[src/pmc_pkg.sv]
// Summary of operation
// - In normal mode the core runs and every enabled peripheral clock is on.
// - Setting the idle request bit halts the core, peripherals stay clocked, any interrupt wakes.
// - A wake from idle, suspend or sleep releases the core halt without any reset.
// - Suspend needs the fast or low-power oscillator selected, then halts core and peripherals and stops the oscillators.
// - Setting the stop request bit shuts all internal power nets while pins hold state.
// - Stop mode is left only through reset, and any reset source does it.
// - Sleep shuts most power nets and wakes on counter alarm, counter fail, port match or comparator-0 rising edge.
// - During sleep retention power stays on so RAM, registers and pins keep their state.
// - A digital peripheral clock is gated off while that peripheral is not in use.
// - After reset the system clock runs from the low-power oscillator divided by eight.
// - The clock divider divides the selected source by any power of two from 1 to 128.
// - Every analog peripheral has its own disable control.
package pmc_pkg;
	// register byte offsets
	localparam logic [7:0] OFS_POWER_CONTROL = 8'h00;
	localparam logic [7:0] OFS_POWER_UNIT_CONFIG = 8'h04;
	localparam logic [7:0] OFS_CLOCK_CTRL = 8'h08;
	localparam logic [7:0] OFS_PERIPH_CLK_EN = 8'h0C;
	localparam logic [7:0] OFS_ANALOG_DIS = 8'h10;
	localparam logic [7:0] OFS_MODE_STATUS = 8'h14;
	localparam logic [7:0] OFS_IRQ_STATUS = 8'h18;
	localparam logic [7:0] OFS_IRQ_MASK = 8'h1C;
	// field positions
	localparam int BIT_IDLE = 0;
	localparam int BIT_STOP = 1;
	localparam int BIT_SLEEP = 0;
	localparam int BIT_SUSPEND = 1;
	localparam int POS_CLK_SRC = 0;
	localparam int POS_CLK_DIV = 4;
	localparam int IRQ_IDLE_WAKE = 0;
	localparam int IRQ_SUSPEND_WAKE = 1;
	localparam int IRQ_SLEEP_WAKE = 2;
	localparam int IRQ_REFUSED = 3;
	// widths
	localparam int NUM_DIG_PERIPH = 8;
	localparam int NUM_ANALOG = 4;
	localparam int NUM_WAKE = 4;
	localparam int NUM_IRQ = 4;
	// clock source codes
	localparam logic [1:0] SRC_FAST = 2'h0;
	localparam logic [1:0] SRC_LOW_POWER = 2'h1;
	localparam logic [1:0] SRC_EXTERNAL = 2'h2;
	// reset values
	localparam logic [1:0] RST_CLK_SRC = SRC_LOW_POWER;
	localparam logic [2:0] RST_CLK_DIV = 3'h3;
	localparam logic [NUM_DIG_PERIPH-1:0] RST_PERIPH_EN = 8'hFF;
	localparam logic [NUM_ANALOG-1:0] RST_ANALOG_DIS = 4'h0;
	localparam logic [NUM_IRQ-1:0] RST_IRQ_MASK = 4'h0;
	// wake inputs: alarm, fail, port match, comparator 0; edge-qualified ones marked
	localparam logic [NUM_WAKE-1:0] WAKE_EDGE_MASK = 4'h8;
	// AXI responses
	localparam logic [1:0] RESP_OKAY = 2'h0;
	localparam logic [1:0] RESP_SLVERR = 2'h2;
	typedef enum logic [2:0] {
		MODE_NORMAL,
		MODE_IDLE,
		MODE_SUSPEND,
		MODE_STOP,
		MODE_SLEEP
	} pmc_mode_e;
endpackage

[src/pmc_clk_div.sv]
`timescale 1ns/1ps
module pmc_clk_div
	import pmc_pkg::*;
(
	// clock and reset
	input wire logic clk,
	input wire logic resetn,
	// control
	input wire logic [2:0] div_sel,
	// divided clock tick
	output logic tick
);
	logic [6:0] cnt_reg;
	logic [7:0] mask_wide;
	logic [6:0] mask;
	logic hit;

	always_comb begin
		mask_wide = (8'h01 << div_sel) - 8'h01;
		mask = mask_wide[6:0];
		hit = &(cnt_reg | ~mask);
	end

	// one tick every 2**div_sel source cycles
	always_ff @(posedge clk or negedge resetn) begin
		if (!resetn) begin
			cnt_reg <= 7'h00;
		end else if (hit) begin
			cnt_reg <= 7'h00;
		end else begin
			cnt_reg <= cnt_reg + 7'h01;
		end
	end

	always_ff @(posedge clk or negedge resetn) begin
		if (!resetn) begin
			tick <= 1'b0;
		end else begin
			tick <= hit;
		end
	end
endmodule

[src/pmc_wake_det.sv]
`timescale 1ns/1ps
module pmc_wake_det
	import pmc_pkg::*;
(
	// clock and reset
	input wire logic clk,
	input wire logic resetn,
	// raw wake sources
	input wire logic [NUM_WAKE-1:0] src,
	// qualified wake hits, one cycle late
	output logic [NUM_WAKE-1:0] hit
);
	logic [NUM_WAKE-1:0] prev_reg;

	// comparator only counts on its rising edge, the rest as levels
	for (genvar i = 0; i < NUM_WAKE; i++) begin : g_src
		always_ff @(posedge clk or negedge resetn) begin
			if (!resetn) begin
				prev_reg[i] <= 1'b0;
				hit[i] <= 1'b0;
			end else begin
				prev_reg[i] <= src[i];
				hit[i] <= WAKE_EDGE_MASK[i] ? (src[i] & ~prev_reg[i]) : src[i];
			end
		end
	end
endmodule

[src/pmc_top.sv]
// The implementer's own choices: the AXI4-Lite register port and the register offsets.
`timescale 1ns/1ps
module pmc_top
	import pmc_pkg::*;
(
	// clock and reset
	input wire logic CLK,
	input wire logic RESETN,
	// AXI4-Lite write address
	input wire logic [7:0] S_AXI_AWADDR,
	input wire logic S_AXI_AWVALID,
	output logic S_AXI_AWREADY,
	// AXI4-Lite write data
	input wire logic [31:0] S_AXI_WDATA,
	input wire logic [3:0] S_AXI_WSTRB,
	input wire logic S_AXI_WVALID,
	output logic S_AXI_WREADY,
	// AXI4-Lite write response
	output logic [1:0] S_AXI_BRESP,
	output logic S_AXI_BVALID,
	input wire logic S_AXI_BREADY,
	// AXI4-Lite read address
	input wire logic [7:0] S_AXI_ARADDR,
	input wire logic S_AXI_ARVALID,
	output logic S_AXI_ARREADY,
	// AXI4-Lite read data
	output logic [31:0] S_AXI_RDATA,
	output logic [1:0] S_AXI_RRESP,
	output logic S_AXI_RVALID,
	input wire logic S_AXI_RREADY,
	// wake sources
	input wire logic INT_PENDING,
	input wire logic COUNTER_ALARM,
	input wire logic COUNTER_FAIL,
	input wire logic PORT_MATCH,
	input wire logic CMP0_OUT,
	// power and clock controls
	output logic CORE_HALT,
	output logic [NUM_DIG_PERIPH-1:0] PERIPH_CLK_EN,
	output logic FAST_OSC_EN,
	output logic LOW_POWER_OSC_EN,
	output logic POWER_NET_EN,
	output logic RETAIN_EN,
	output logic PIN_HOLD,
	output logic [NUM_ANALOG-1:0] ANALOG_DIS,
	output logic [1:0] SYSTEM_CLOCK_SRC,
	output logic SYSTEM_CLOCK_TICK,
	// interrupt
	output logic IRQ
);
	pmc_mode_e state_reg, state_next;
	logic idle_req_reg, stop_req_reg, sleep_req_reg, suspend_req_reg;
	logic [1:0] clk_src_reg;
	logic [2:0] clk_div_reg;
	logic [NUM_DIG_PERIPH-1:0] periph_en_reg;
	logic [NUM_ANALOG-1:0] analog_dis_reg;
	logic [NUM_IRQ-1:0] irq_stat_reg, irq_mask_reg, irq_set, irq_clr;
	logic aw_full_reg, w_full_reg;
	logic [7:0] awaddr_reg;
	logic [31:0] wdata_reg;
	logic [3:0] wstrb_reg;
	logic do_write, byte0_we;
	logic [31:0] rdata_next;
	logic rd_ok, rd_take;
	logic [NUM_WAKE-1:0] wake_hit;
	logic any_wake, idle_wake;
	logic wr_idle, wr_stop, wr_sleep, wr_suspend, refuse_suspend;
	logic clr_idle, clr_sleep, clr_suspend;

	// ---------------- AXI write channel ----------------
	assign S_AXI_AWREADY = !aw_full_reg && !S_AXI_BVALID;
	assign S_AXI_WREADY = !w_full_reg && !S_AXI_BVALID;
	assign do_write = aw_full_reg && w_full_reg && !S_AXI_BVALID;
	// only the low byte holds fields, so only its strobe matters
	assign byte0_we = do_write && wstrb_reg[0];

	always_ff @(posedge CLK or negedge RESETN) begin
		if (!RESETN) begin
			aw_full_reg <= 1'b0;
			awaddr_reg <= 8'h00;
		end else if (S_AXI_AWVALID && S_AXI_AWREADY) begin
			aw_full_reg <= 1'b1;
			awaddr_reg <= S_AXI_AWADDR;
		end else if (do_write) begin
			aw_full_reg <= 1'b0;
		end
	end

	always_ff @(posedge CLK or negedge RESETN) begin
		if (!RESETN) begin
			w_full_reg <= 1'b0;
			wdata_reg <= 32'h0000_0000;
			wstrb_reg <= 4'h0;
		end else if (S_AXI_WVALID && S_AXI_WREADY) begin
			w_full_reg <= 1'b1;
			wdata_reg <= S_AXI_WDATA;
			wstrb_reg <= S_AXI_WSTRB;
		end else if (do_write) begin
			w_full_reg <= 1'b0;
		end
	end

	always_ff @(posedge CLK or negedge RESETN) begin
		if (!RESETN) begin
			S_AXI_BVALID <= 1'b0;
			S_AXI_BRESP <= RESP_OKAY;
		end else if (do_write) begin
			S_AXI_BVALID <= 1'b1;
			if (awaddr_reg == OFS_POWER_CONTROL || awaddr_reg == OFS_POWER_UNIT_CONFIG ||
				awaddr_reg == OFS_CLOCK_CTRL || awaddr_reg == OFS_PERIPH_CLK_EN ||
				awaddr_reg == OFS_ANALOG_DIS || awaddr_reg == OFS_IRQ_MASK) begin
				S_AXI_BRESP <= RESP_OKAY;
			end else begin
				S_AXI_BRESP <= RESP_SLVERR;
			end
		end else if (S_AXI_BREADY) begin
			S_AXI_BVALID <= 1'b0;
		end
	end

	// ---------------- request decode ----------------
	assign wr_idle = byte0_we && awaddr_reg == OFS_POWER_CONTROL && wdata_reg[BIT_IDLE];
	assign wr_stop = byte0_we && awaddr_reg == OFS_POWER_CONTROL && wdata_reg[BIT_STOP];
	assign wr_sleep = byte0_we && awaddr_reg == OFS_POWER_UNIT_CONFIG && wdata_reg[BIT_SLEEP];
	// suspend from an external clock would never wake, so it is refused
	assign refuse_suspend = byte0_we && awaddr_reg == OFS_POWER_UNIT_CONFIG &&
		wdata_reg[BIT_SUSPEND] && clk_src_reg != SRC_FAST && clk_src_reg != SRC_LOW_POWER;
	assign wr_suspend = byte0_we && awaddr_reg == OFS_POWER_UNIT_CONFIG &&
		wdata_reg[BIT_SUSPEND] && !refuse_suspend;

	// ---------------- wake qualification ----------------
	pmc_wake_det u_wake (
		.clk(CLK),
		.resetn(RESETN),
		.src({CMP0_OUT, PORT_MATCH, COUNTER_FAIL, COUNTER_ALARM}),
		.hit(wake_hit)
	);

	assign any_wake = |wake_hit;
	assign idle_wake = INT_PENDING || IRQ;
	assign clr_idle = state_reg == MODE_IDLE && idle_wake;
	assign clr_suspend = state_reg == MODE_SUSPEND && any_wake;
	assign clr_sleep = state_reg == MODE_SLEEP && any_wake;

	// ---------------- request bits, set wins over clear ----------------
	always_ff @(posedge CLK or negedge RESETN) begin
		if (!RESETN) begin
			idle_req_reg <= 1'b0;
			suspend_req_reg <= 1'b0;
			sleep_req_reg <= 1'b0;
		end else begin
			idle_req_reg <= (idle_req_reg && !clr_idle) || wr_idle;
			suspend_req_reg <= (suspend_req_reg && !clr_suspend) || wr_suspend;
			sleep_req_reg <= (sleep_req_reg && !clr_sleep) || wr_sleep;
		end
	end

	// stop is cleared by nothing but reset
	always_ff @(posedge CLK or negedge RESETN) begin
		if (!RESETN) begin
			stop_req_reg <= 1'b0;
		end else if (wr_stop) begin
			stop_req_reg <= 1'b1;
		end
	end

	// ---------------- configuration registers ----------------
	always_ff @(posedge CLK or negedge RESETN) begin
		if (!RESETN) begin
			clk_src_reg <= RST_CLK_SRC;
			clk_div_reg <= RST_CLK_DIV;
		end else if (byte0_we && awaddr_reg == OFS_CLOCK_CTRL) begin
			clk_src_reg <= wdata_reg[POS_CLK_SRC +: 2];
			clk_div_reg <= wdata_reg[POS_CLK_DIV +: 3];
		end
	end

	always_ff @(posedge CLK or negedge RESETN) begin
		if (!RESETN) begin
			periph_en_reg <= RST_PERIPH_EN;
		end else if (byte0_we && awaddr_reg == OFS_PERIPH_CLK_EN) begin
			periph_en_reg <= wdata_reg[NUM_DIG_PERIPH-1:0];
		end
	end

	always_ff @(posedge CLK or negedge RESETN) begin
		if (!RESETN) begin
			analog_dis_reg <= RST_ANALOG_DIS;
		end else if (byte0_we && awaddr_reg == OFS_ANALOG_DIS) begin
			analog_dis_reg <= wdata_reg[NUM_ANALOG-1:0];
		end
	end

	always_ff @(posedge CLK or negedge RESETN) begin
		if (!RESETN) begin
			irq_mask_reg <= RST_IRQ_MASK;
		end else if (byte0_we && awaddr_reg == OFS_IRQ_MASK) begin
			irq_mask_reg <= wdata_reg[NUM_IRQ-1:0];
		end
	end

	// ---------------- mode state machine ----------------
	always_comb begin
		state_next = state_reg;
		case (state_reg)
			MODE_NORMAL: begin
				// stop outranks sleep, sleep outranks suspend, suspend outranks idle
				if (stop_req_reg) begin
					state_next = MODE_STOP;
				end else if (sleep_req_reg) begin
					state_next = MODE_SLEEP;
				end else if (suspend_req_reg) begin
					state_next = MODE_SUSPEND;
				end else if (idle_req_reg) begin
					state_next = MODE_IDLE;
				end
			end
			MODE_IDLE: begin
				if (idle_wake) begin
					state_next = MODE_NORMAL;
				end
			end
			MODE_SUSPEND, MODE_SLEEP: begin
				if (any_wake) begin
					state_next = MODE_NORMAL;
				end
			end
			MODE_STOP: begin
				state_next = MODE_STOP;
			end
			default: begin
				state_next = MODE_NORMAL;
			end
		endcase
	end

	always_ff @(posedge CLK or negedge RESETN) begin
		if (!RESETN) begin
			state_reg <= MODE_NORMAL;
		end else begin
			state_reg <= state_next;
		end
	end

	// ---------------- power and clock outputs ----------------
	always_ff @(posedge CLK or negedge RESETN) begin
		if (!RESETN) begin
			CORE_HALT <= 1'b0;
			PERIPH_CLK_EN <= RST_PERIPH_EN;
			FAST_OSC_EN <= 1'b0;
			LOW_POWER_OSC_EN <= 1'b1;
			POWER_NET_EN <= 1'b1;
			RETAIN_EN <= 1'b0;
			PIN_HOLD <= 1'b0;
		end else begin
			// the core resumes by dropping halt, no reset involved
			CORE_HALT <= state_next != MODE_NORMAL;
			if (state_next == MODE_NORMAL || state_next == MODE_IDLE) begin
				PERIPH_CLK_EN <= periph_en_reg;
				FAST_OSC_EN <= clk_src_reg == SRC_FAST;
				LOW_POWER_OSC_EN <= clk_src_reg == SRC_LOW_POWER;
			end else begin
				PERIPH_CLK_EN <= '0;
				FAST_OSC_EN <= 1'b0;
				LOW_POWER_OSC_EN <= 1'b0;
			end
			POWER_NET_EN <= state_next != MODE_STOP && state_next != MODE_SLEEP;
			RETAIN_EN <= state_next == MODE_SLEEP;
			PIN_HOLD <= state_next == MODE_STOP || state_next == MODE_SLEEP;
		end
	end

	assign ANALOG_DIS = analog_dis_reg;
	assign SYSTEM_CLOCK_SRC = clk_src_reg;

	pmc_clk_div u_div (
		.clk(CLK),
		.resetn(RESETN),
		.div_sel(clk_div_reg),
		.tick(SYSTEM_CLOCK_TICK)
	);

	// ---------------- interrupts ----------------
	always_comb begin
		irq_set = '0;
		irq_set[IRQ_IDLE_WAKE] = clr_idle;
		irq_set[IRQ_SUSPEND_WAKE] = clr_suspend;
		irq_set[IRQ_SLEEP_WAKE] = clr_sleep;
		irq_set[IRQ_REFUSED] = refuse_suspend;
	end

	assign irq_clr = (rd_take && S_AXI_ARADDR == OFS_IRQ_STATUS) ? '1 : '0;

	always_ff @(posedge CLK or negedge RESETN) begin
		if (!RESETN) begin
			irq_stat_reg <= '0;
		end else begin
			irq_stat_reg <= (irq_stat_reg & ~irq_clr) | irq_set;
		end
	end

	// idle wake already includes IRQ, so a wake event in idle can not loop back
	assign IRQ = |(irq_stat_reg & irq_mask_reg);

	// ---------------- AXI read channel ----------------
	assign S_AXI_ARREADY = !S_AXI_RVALID;
	assign rd_take = S_AXI_ARVALID && S_AXI_ARREADY;

	always_comb begin
		rdata_next = 32'h0000_0000;
		rd_ok = 1'b1;
		if (S_AXI_ARADDR == OFS_POWER_CONTROL) begin
			rdata_next[BIT_IDLE] = idle_req_reg;
			rdata_next[BIT_STOP] = stop_req_reg;
		end else if (S_AXI_ARADDR == OFS_POWER_UNIT_CONFIG) begin
			rdata_next[BIT_SLEEP] = sleep_req_reg;
			rdata_next[BIT_SUSPEND] = suspend_req_reg;
		end else if (S_AXI_ARADDR == OFS_CLOCK_CTRL) begin
			rdata_next[POS_CLK_SRC +: 2] = clk_src_reg;
			rdata_next[POS_CLK_DIV +: 3] = clk_div_reg;
		end else if (S_AXI_ARADDR == OFS_PERIPH_CLK_EN) begin
			rdata_next[NUM_DIG_PERIPH-1:0] = periph_en_reg;
		end else if (S_AXI_ARADDR == OFS_ANALOG_DIS) begin
			rdata_next[NUM_ANALOG-1:0] = analog_dis_reg;
		end else if (S_AXI_ARADDR == OFS_MODE_STATUS) begin
			rdata_next[2:0] = state_reg;
		end else if (S_AXI_ARADDR == OFS_IRQ_STATUS) begin
			rdata_next[NUM_IRQ-1:0] = irq_stat_reg;
		end else if (S_AXI_ARADDR == OFS_IRQ_MASK) begin
			rdata_next[NUM_IRQ-1:0] = irq_mask_reg;
		end else begin
			rd_ok = 1'b0;
		end
	end

	always_ff @(posedge CLK or negedge RESETN) begin
		if (!RESETN) begin
			S_AXI_RVALID <= 1'b0;
			S_AXI_RDATA <= 32'h0000_0000;
			S_AXI_RRESP <= RESP_OKAY;
		end else if (rd_take) begin
			S_AXI_RVALID <= 1'b1;
			S_AXI_RDATA <= rdata_next;
			S_AXI_RRESP <= rd_ok ? RESP_OKAY : RESP_SLVERR;
		end else if (S_AXI_RREADY) begin
			S_AXI_RVALID <= 1'b0;
		end
	end
endmodule

[config.mk]
export PLATFORM = sky130hd
export DESIGN_NAME = pmc_top
export DESIGN_NICKNAME = d
export VERILOG_FILES = /design/src/pmc_pkg.sv /design/src/pmc_clk_div.sv /design/src/pmc_wake_det.sv /design/src/pmc_top.sv
export SDC_FILE = /design/constraint.sdc
export NUM_CORES = 1
export LEC_CHECK = 0
export BUFFER_PORTS_ARGS = -buffer_cell sky130_fd_sc_hd__buf_2
export CAP_MARGIN = 20
export CORE_UTILIZATION = 52
export CTS_CLUSTER_DIAMETER = 80
export DETAILED_ROUTE_END_ITERATION = 12
export PLACE_DENSITY = 0.79
export SETUP_SLACK_MARGIN = 0.05
export SYNTH_ARGS = -nofsm -noshare
export SYNTH_HDL_FRONTEND = slang
export SYNTH_HIERARCHICAL = 1
export SYNTH_SLANG_ARGS = --single-unit
[constraint.sdc]
create_clock -name CLK -period 3 [get_ports CLK]
set_clock_uncertainty 0.15 [all_clocks]
set_input_delay 0.15 -clock CLK [delete_from_list [all_inputs] [get_ports CLK]]
set_output_delay 0.15 -clock CLK [all_outputs]
set_load 0.05 [all_outputs]
Yosys cells after proc, flatten, opt, wreduce, memory -nomap -nowiden
Index checks and enable logic that the tools add are counted.
{"block": "word_totals", "input_bits": 64, "regBits": 92, "word_cells": 176}
{"block": "op_classes", "mux": 44, "addsub": 2, "eq_ne": 23, "shift": 1, "bitwise": 8, "reduce_logical": 63}
{"op": "8-bit by 5-bit equality test with 1-bit output, second input constant", "n": 6}
{"op": "8-bit by 4-bit equality test with 1-bit output, second input constant", "n": 4}
{"op": "1-bit logical AND", "n": 29}
{"op": "3-bit 2-to-1 mux", "n": 8}
{"op": "4-bit 2-to-1 mux", "n": 6}
{"op": "1-bit 2-to-1 mux", "n": 19}
{"op": "8-bit by 3-bit equality test with 1-bit output, second input constant", "n": 2}
{"op": "8-bit logical NOT", "n": 2}
{"op": "2-bit 2-to-1 mux", "n": 6}
{"op": "6-bit 2-to-1 mux", "n": 2}
{"op": "3-bit case mux with 4 select lines", "n": 1}
{"op": "1-bit logical OR", "n": 11}
{"op": "2-bit nonzero test", "n": 5}
{"op": "3-bit by 2-bit equality test with 1-bit output, second input constant", "n": 3}
{"op": "4-bit bitwise AND", "n": 2}
{"op": "1-bit logical NOT", "n": 8}
{"op": "8-bit 2-to-1 mux", "n": 1}
{"op": "4-bit OR reduction", "n": 2}
{"op": "7-bit by 1-bit adder with 7-bit output, second input constant", "n": 1}
{"op": "7-bit 2-to-1 mux", "n": 1}
{"op": "7-bit NOT", "n": 1}
{"op": "7-bit OR", "n": 1}
{"op": "7-bit AND reduction", "n": 1}
{"op": "1-bit by 3-bit << shifter with 7-bit output, first input constant", "n": 1}
{"op": "15 further kinds", "n": 18}

Depth between registers and ports, before layout
{"block": "logic_depth", "ltp_word": 10, "depth_mapped": 9, "depth_no_buf": 7}

By module
The synthesis kept the hierarchy.
{"mod": "pmc_top", "area_per_inst_um2": 3559.7, "cells_each": 297, "instances": 1, "seq_area_each_um2": 1953.1}
{"mod": "pmc_clk_div", "area_per_inst_um2": 515.5, "cells_each": 55, "instances": 1, "seq_area_each_um2": 200.2}
{"mod": "pmc_wake_det", "area_per_inst_um2": 138.9, "cells_each": 6, "instances": 1, "seq_area_each_um2": 125.1}

Least setup slack after synthesis
No wires, ideal clock.
{"block": "synth_path", "path_type": "register to register", "start": "reg S_AXI_BVALID", "end": "reg wdata_reg[0]", "setup_slack_ns": 0.482, "synth_period_minus_slack_ns": 2.518, "path_buffers": 1, "path_stages_with_launch": 5, "t_arrival_ns": 2.243, "setup_time_ns": 0.125, "path_cell_list": "dfrtp_1 nor2_1 and2_1 clkbuf_1 mux2_2"}
{"block": "synth_between", "elab_chain_len": 3}
{"item": "start, declared", "line_no": "pmc_top.sv:20", "text": "output logic S_AXI_BVALID,"}
{"item": "start signal, assigned", "line_no": "pmc_top.sv:105", "text": "S_AXI_BVALID <= 1'b0;"}
{"item": "start signal, assigned", "line_no": "pmc_top.sv:108", "text": "S_AXI_BVALID <= 1'b1;"}
{"item": "start signal, assigned", "line_no": "pmc_top.sv:117", "text": "S_AXI_BVALID <= 1'b0;"}
{"item": "1-bit logical NOT", "line_no": "pmc_top.sv:72", "text": "assign S_AXI_WREADY = !w_full_reg && !S_AXI_BVALID;"}
{"item": "1-bit logical AND", "line_no": "pmc_top.sv:72"}
{"item": "net S_AXI_WREADY", "line_no": "pmc_top.sv:17", "text": "output logic S_AXI_WREADY,"}
{"item": "1-bit logical AND", "line_no": "pmc_top.sv:94", "text": "end else if (S_AXI_WVALID && S_AXI_WREADY) begin"}
{"item": "end signal, assigned", "line_no": "pmc_top.sv:92", "text": "wdata_reg <= 32'h0000_0000;"}
{"item": "end signal, assigned", "line_no": "pmc_top.sv:96", "text": "wdata_reg <= S_AXI_WDATA;"}
{"item": "end, declared", "line_no": "pmc_top.sv:60", "text": "logic [31:0] wdata_reg;"}
The timed path passes the listed nets, and every way through them passes these cells.
A chain may end at the register's enable or synchronous reset.

Worst setup path after layout
{"block": "layout_path", "start": "reg awaddr_reg[0]", "end": "reg clk_div_reg[2]"}
{"block": "layout_between", "elab_chain_len": 2}
{"item": "start, declared", "line_no": "pmc_top.sv:59", "text": "logic [7:0] awaddr_reg;"}
{"item": "start signal, assigned", "line_no": "pmc_top.sv:80", "text": "awaddr_reg <= 8'h00;"}
{"item": "start signal, assigned", "line_no": "pmc_top.sv:83", "text": "awaddr_reg <= S_AXI_AWADDR;"}
{"item": "8-bit by 4-bit equality test with 1-bit output", "line_no": "pmc_top.sv:172", "text": "end else if (byte0_we && awaddr_reg == OFS_CLOCK_CTRL) begin"}
{"item": "1-bit logical AND", "line_no": "pmc_top.sv:172"}
{"item": "end signal, assigned", "line_no": "pmc_top.sv:174", "text": "clk_div_reg <= wdata_reg[POS_CLK_DIV +: 3];"}
{"item": "end, declared", "line_no": "pmc_top.sv:54", "text": "logic [2:0] clk_div_reg;"}
Every way passes these cells.

==> impl_metrics.json <==
{
  "clk_pin_slew_worst_paths_ns": 0.09,
  "area_growth_pct": 18.6,
  "dp.cells": 517,
  "grt_pass1_wl_um": 13900,
  "final_cells": 558,
  "yosys.area_share.simple_pct": 14.0,
  "grt_max_degree": 38,
  "drive_above_1_share_pct": 35.5,
  "path_class": "reg -> reg",
  "dpl.hpwl_um": 5790,
  "start_kind": "flip-flop",
  "critical-path-max-stage-delay_ns": 0.58,
  "period_share_pct": 79.5,
  "cts_buffer_depth": 2,
  "root_buffer": "clkbuf_8",
  "n_antenna_cell": 0,
  "die_w_um": 92.0,
  "htreeDepth": 3,
  "drc": 0,
  "synthAdderAreaFrac_pct": 0.594,
  "critPathBufInv": 0,
  "grt_use_total_pct": 21.2,
  "finalPower_uw": 3770,
  "async_flop_share_pct": 100,
  "wirelength_um": 8100,
  "grt_pass1_vias": 2786,
  "maxCapViolCount": 0,
  "period_minus_slack_ns": 2.39,
  "synth-edff-count": 0,
  "ys_types": 56,
  "dieArea_um2": 8470,
  "io_pins": 127,
  "avgRoutedWirePerCell_um": 14.5,
  "cts.sink_count": 90,
  "internal_power_uw": 2330,
  "core_area_um2": 7770,
  "rows": 32,
  "worst_setup_path_end_kind": "flip-flop",
  "fillers": 630,
  "muxShareOfSynthArea_pct": 13.2,
  "die_h_um": 92.0,
  "synthFlopType": "dfrtp_1",
  "grt_antenna_before_repair": 0,
  "finalCoreUtilization_pct": 64.3,
  "crit_path_cell_trace": "or4_4 > nor4_4 > and4b_1 > mux2_2",
  "globalRouteOverflowTotal": 0,
  "start_util_pct": 54.3,
  "insertion_delay_ns": 0.35,
  "crit_required_ns": 3.09,
  "netlist_area_um2": 4210,
  "ys_seq_area_share_pct": 54.1,
  "postSynthCellCount": 358,
  "viasPerCell": 5.22,
  "crit_family": "simple AND/OR/NAND/NOR gates",
  "p_sw_uw": 1430,
  "synth_warnings": 6,
  "synth_xor_area_share_pct": 1.25,
  "synth_top_family_by_area": "simple AND/OR/NAND/NOR gates",
  "drv_slew": 0,
  "relSlewSlack_pct": 60.1,
  "vias": 2910,
  "p_clk_share_pct": 22.4,
  "p_leak_uw": 0.00236,
  "power_density_nw_per_um2": 754,
  "globalplace.congestion": 0.834,
  "cts_setup_buffers": 0,
  "fin_tns_setup_ns": 0,
  "tightest_slew_ns": 0.594,
  "hold_path.class": "in -> reg",
  "crit_fanout": 6,
  "yosysTopAreaCell": "dfrtp_1",
  "cts_tree": "done",
  "ctsHoldBuffers": 25,
  "ys_ff_latch": 90,
  "clock.fmax_ghz": 0.419,
  "cts_resized": 0,
  "synth_area_leaders": "dfrtp_1 (41%), dfstp_2 (13%), mux2_2 (9.9%)",
  "yosysTopAreaCellShare_pct": 41.0,
  "pwr-share-comb_pct": 31.1,
  "final_nets": 517,
  "switching_share_pct": 38.1,
  "firstDrtPassIters": 4,
  "status": "finished clean",
  "cpMaxStageDelayCell": "or4_4",
  "worst_ep_arrival_time_ns": 2.48,
  "setup_viol": 0,
  "drtAntennaViolNets": 0,
  "power.share.sequential_pct": 46.4,
  "vdd_ir_drop_max_mv": 0.659,
  "grt_setup_unrepaired": "no",
  "hold_violations": 0,
  "cts_made_buffers": 9,
  "drtIter0Drc": 103,
  "avgSynthCellArea_um2": 11.8,
  "synth_compound_area_share_pct": 9.62,
  "io_buffers": 73
}
cells in the final DEF, fill, tap and decap left out, drive strengths merged, types with 4 or more instances in the layout:
cell type,instances
mux2i,7
nand4,6
nand3,9
clkbuf,11
nor2b,4
o21ai,17
conb,26
a21oi,16
xor2,5
inv,9
dlygate4sd3,25
mux2,37
nor4,5
nand3b,5
nor3b,4
nor2,13
dfstp,21
a21o,6
buf,75
dfrtp,69
and2,13
nand2,20
area by class of cell:
type / instances / area, µm² / area share, %
Inverter: 8 / 30.0 / 0.601
Sequential cell: 90 / 2280 / 45.6
Tap cell: 102 / 128 / 2.55
Clock buffer: 11 / 141 / 2.83
Timing Repair Buffer: 100 / 633 / 12.7
Clock inverter: 5 / 62.6 / 1.25
Multi-Input combinational cell: 242 / 1720 / 34.5
kinds of logic (layout without fill, tap and decap cells):
family | Yosys count | after routing
AND/OR/NAND/NOR | 98 | 98
flip-flops | 90 | 90
AO/OA/AOI/OAI | 63 | 63
buffers and inverters | 51 | 124
multiplexers | 47 | 47
XOR/XNOR | 6 | 6
adder cells (fa/ha/maj) | 2 | 2
other | 1 | 26
cells in the mapped netlist, drive strengths merged, types with 2 or more instances:
| master | number |
|---|---|
| nor2 | 13 |
| a31o | 2 |
| nand3 | 9 |
| buf | 29 |
| nand2 | 20 |
| a211oi | 2 |
| and2 | 13 |
| mux4 | 3 |
| mux2i | 7 |
| nor3b | 4 |
| or3 | 2 |
| a21o | 6 |
| and3 | 3 |
| o21a | 2 |
| clkbuf | 14 |
| nand3b | 5 |
| o21ai | 17 |
| a22o | 3 |
| nor2b | 4 |
| a22oi | 2 |
| o22ai | 2 |
| inv | 8 |
| a21oi | 16 |
| dfrtp | 69 |
| nand2b | 3 |
| mux2 | 37 |
| or2 | 2 |
| dfstp | 21 |
| nor4 | 5 |
| nor3 | 3 |
| ha | 2 |
| nand4 | 6 |
| a21boi | 3 |
| and4b | 2 |
| a31oi | 2 |
| xor2 | 5 |
worst min-delay path, cell delays in order:
cell     delay, ns
buf_2         0.08
inv_1         0.05
nand3_1       0.14
o21ai_0       0.10
through the flow:
stage	area (µm²)	setup WS, ns	hold slack (ns)
finish	5000	0.614	0.0625
global route	5000	0.513	0.0921
CTS	5000	0.602	0.0349
detailed placement	4540	0.621	-0.0189
global placement	4540	0.677	-0.0307
floorplan	4310	0.482	-0.296
power groups by stage:
stage	Combinational [µW]	Clock, µW	Sequential, µW
final	1170	844	1750
after global routing	1280	914	1790
after CTS	1180	869	1750
after detailed placement	1150	0	1770
after global placement	1120	0	1750
after floorplan	847	0	1850
path summary, 6_finish.rpt:
path / start / to / slack [ns] / cells after the start
setup / recovery: awaddr_reg[0] / clk_div_reg[2] / 0.61 / 4
hold / removal: S_AXI_ARADDR[5] / S_AXI_RDATA[2] / 0.06 / 4
setup reg to reg: awaddr_reg[0] / clk_div_reg[2] / 0.61 / 4
hold reg to reg: u_wake/prev_reg[3] / u_wake/hit[3] / 0.30 / 1
max in group asynchronous: RESETN / periph_en_reg[6] / 1.81 / 3
min in group asynchronous: RESETN / u_wake/hit[1] / 0.13 / 2
per-layer routing:
metal / wire length (µm) / vias to the layer above / global-route usage [%]
li1: - / 1404 / -
met1: 3780 / 1398 / 29.4
met2: 3850 / 101 / 34.1
met3: 388 / 7 / 2.82
met4: 82 / 0 / 7.81
met5: 0 / - / 0
No activity file was read; power rests on OpenSTA's default activity.
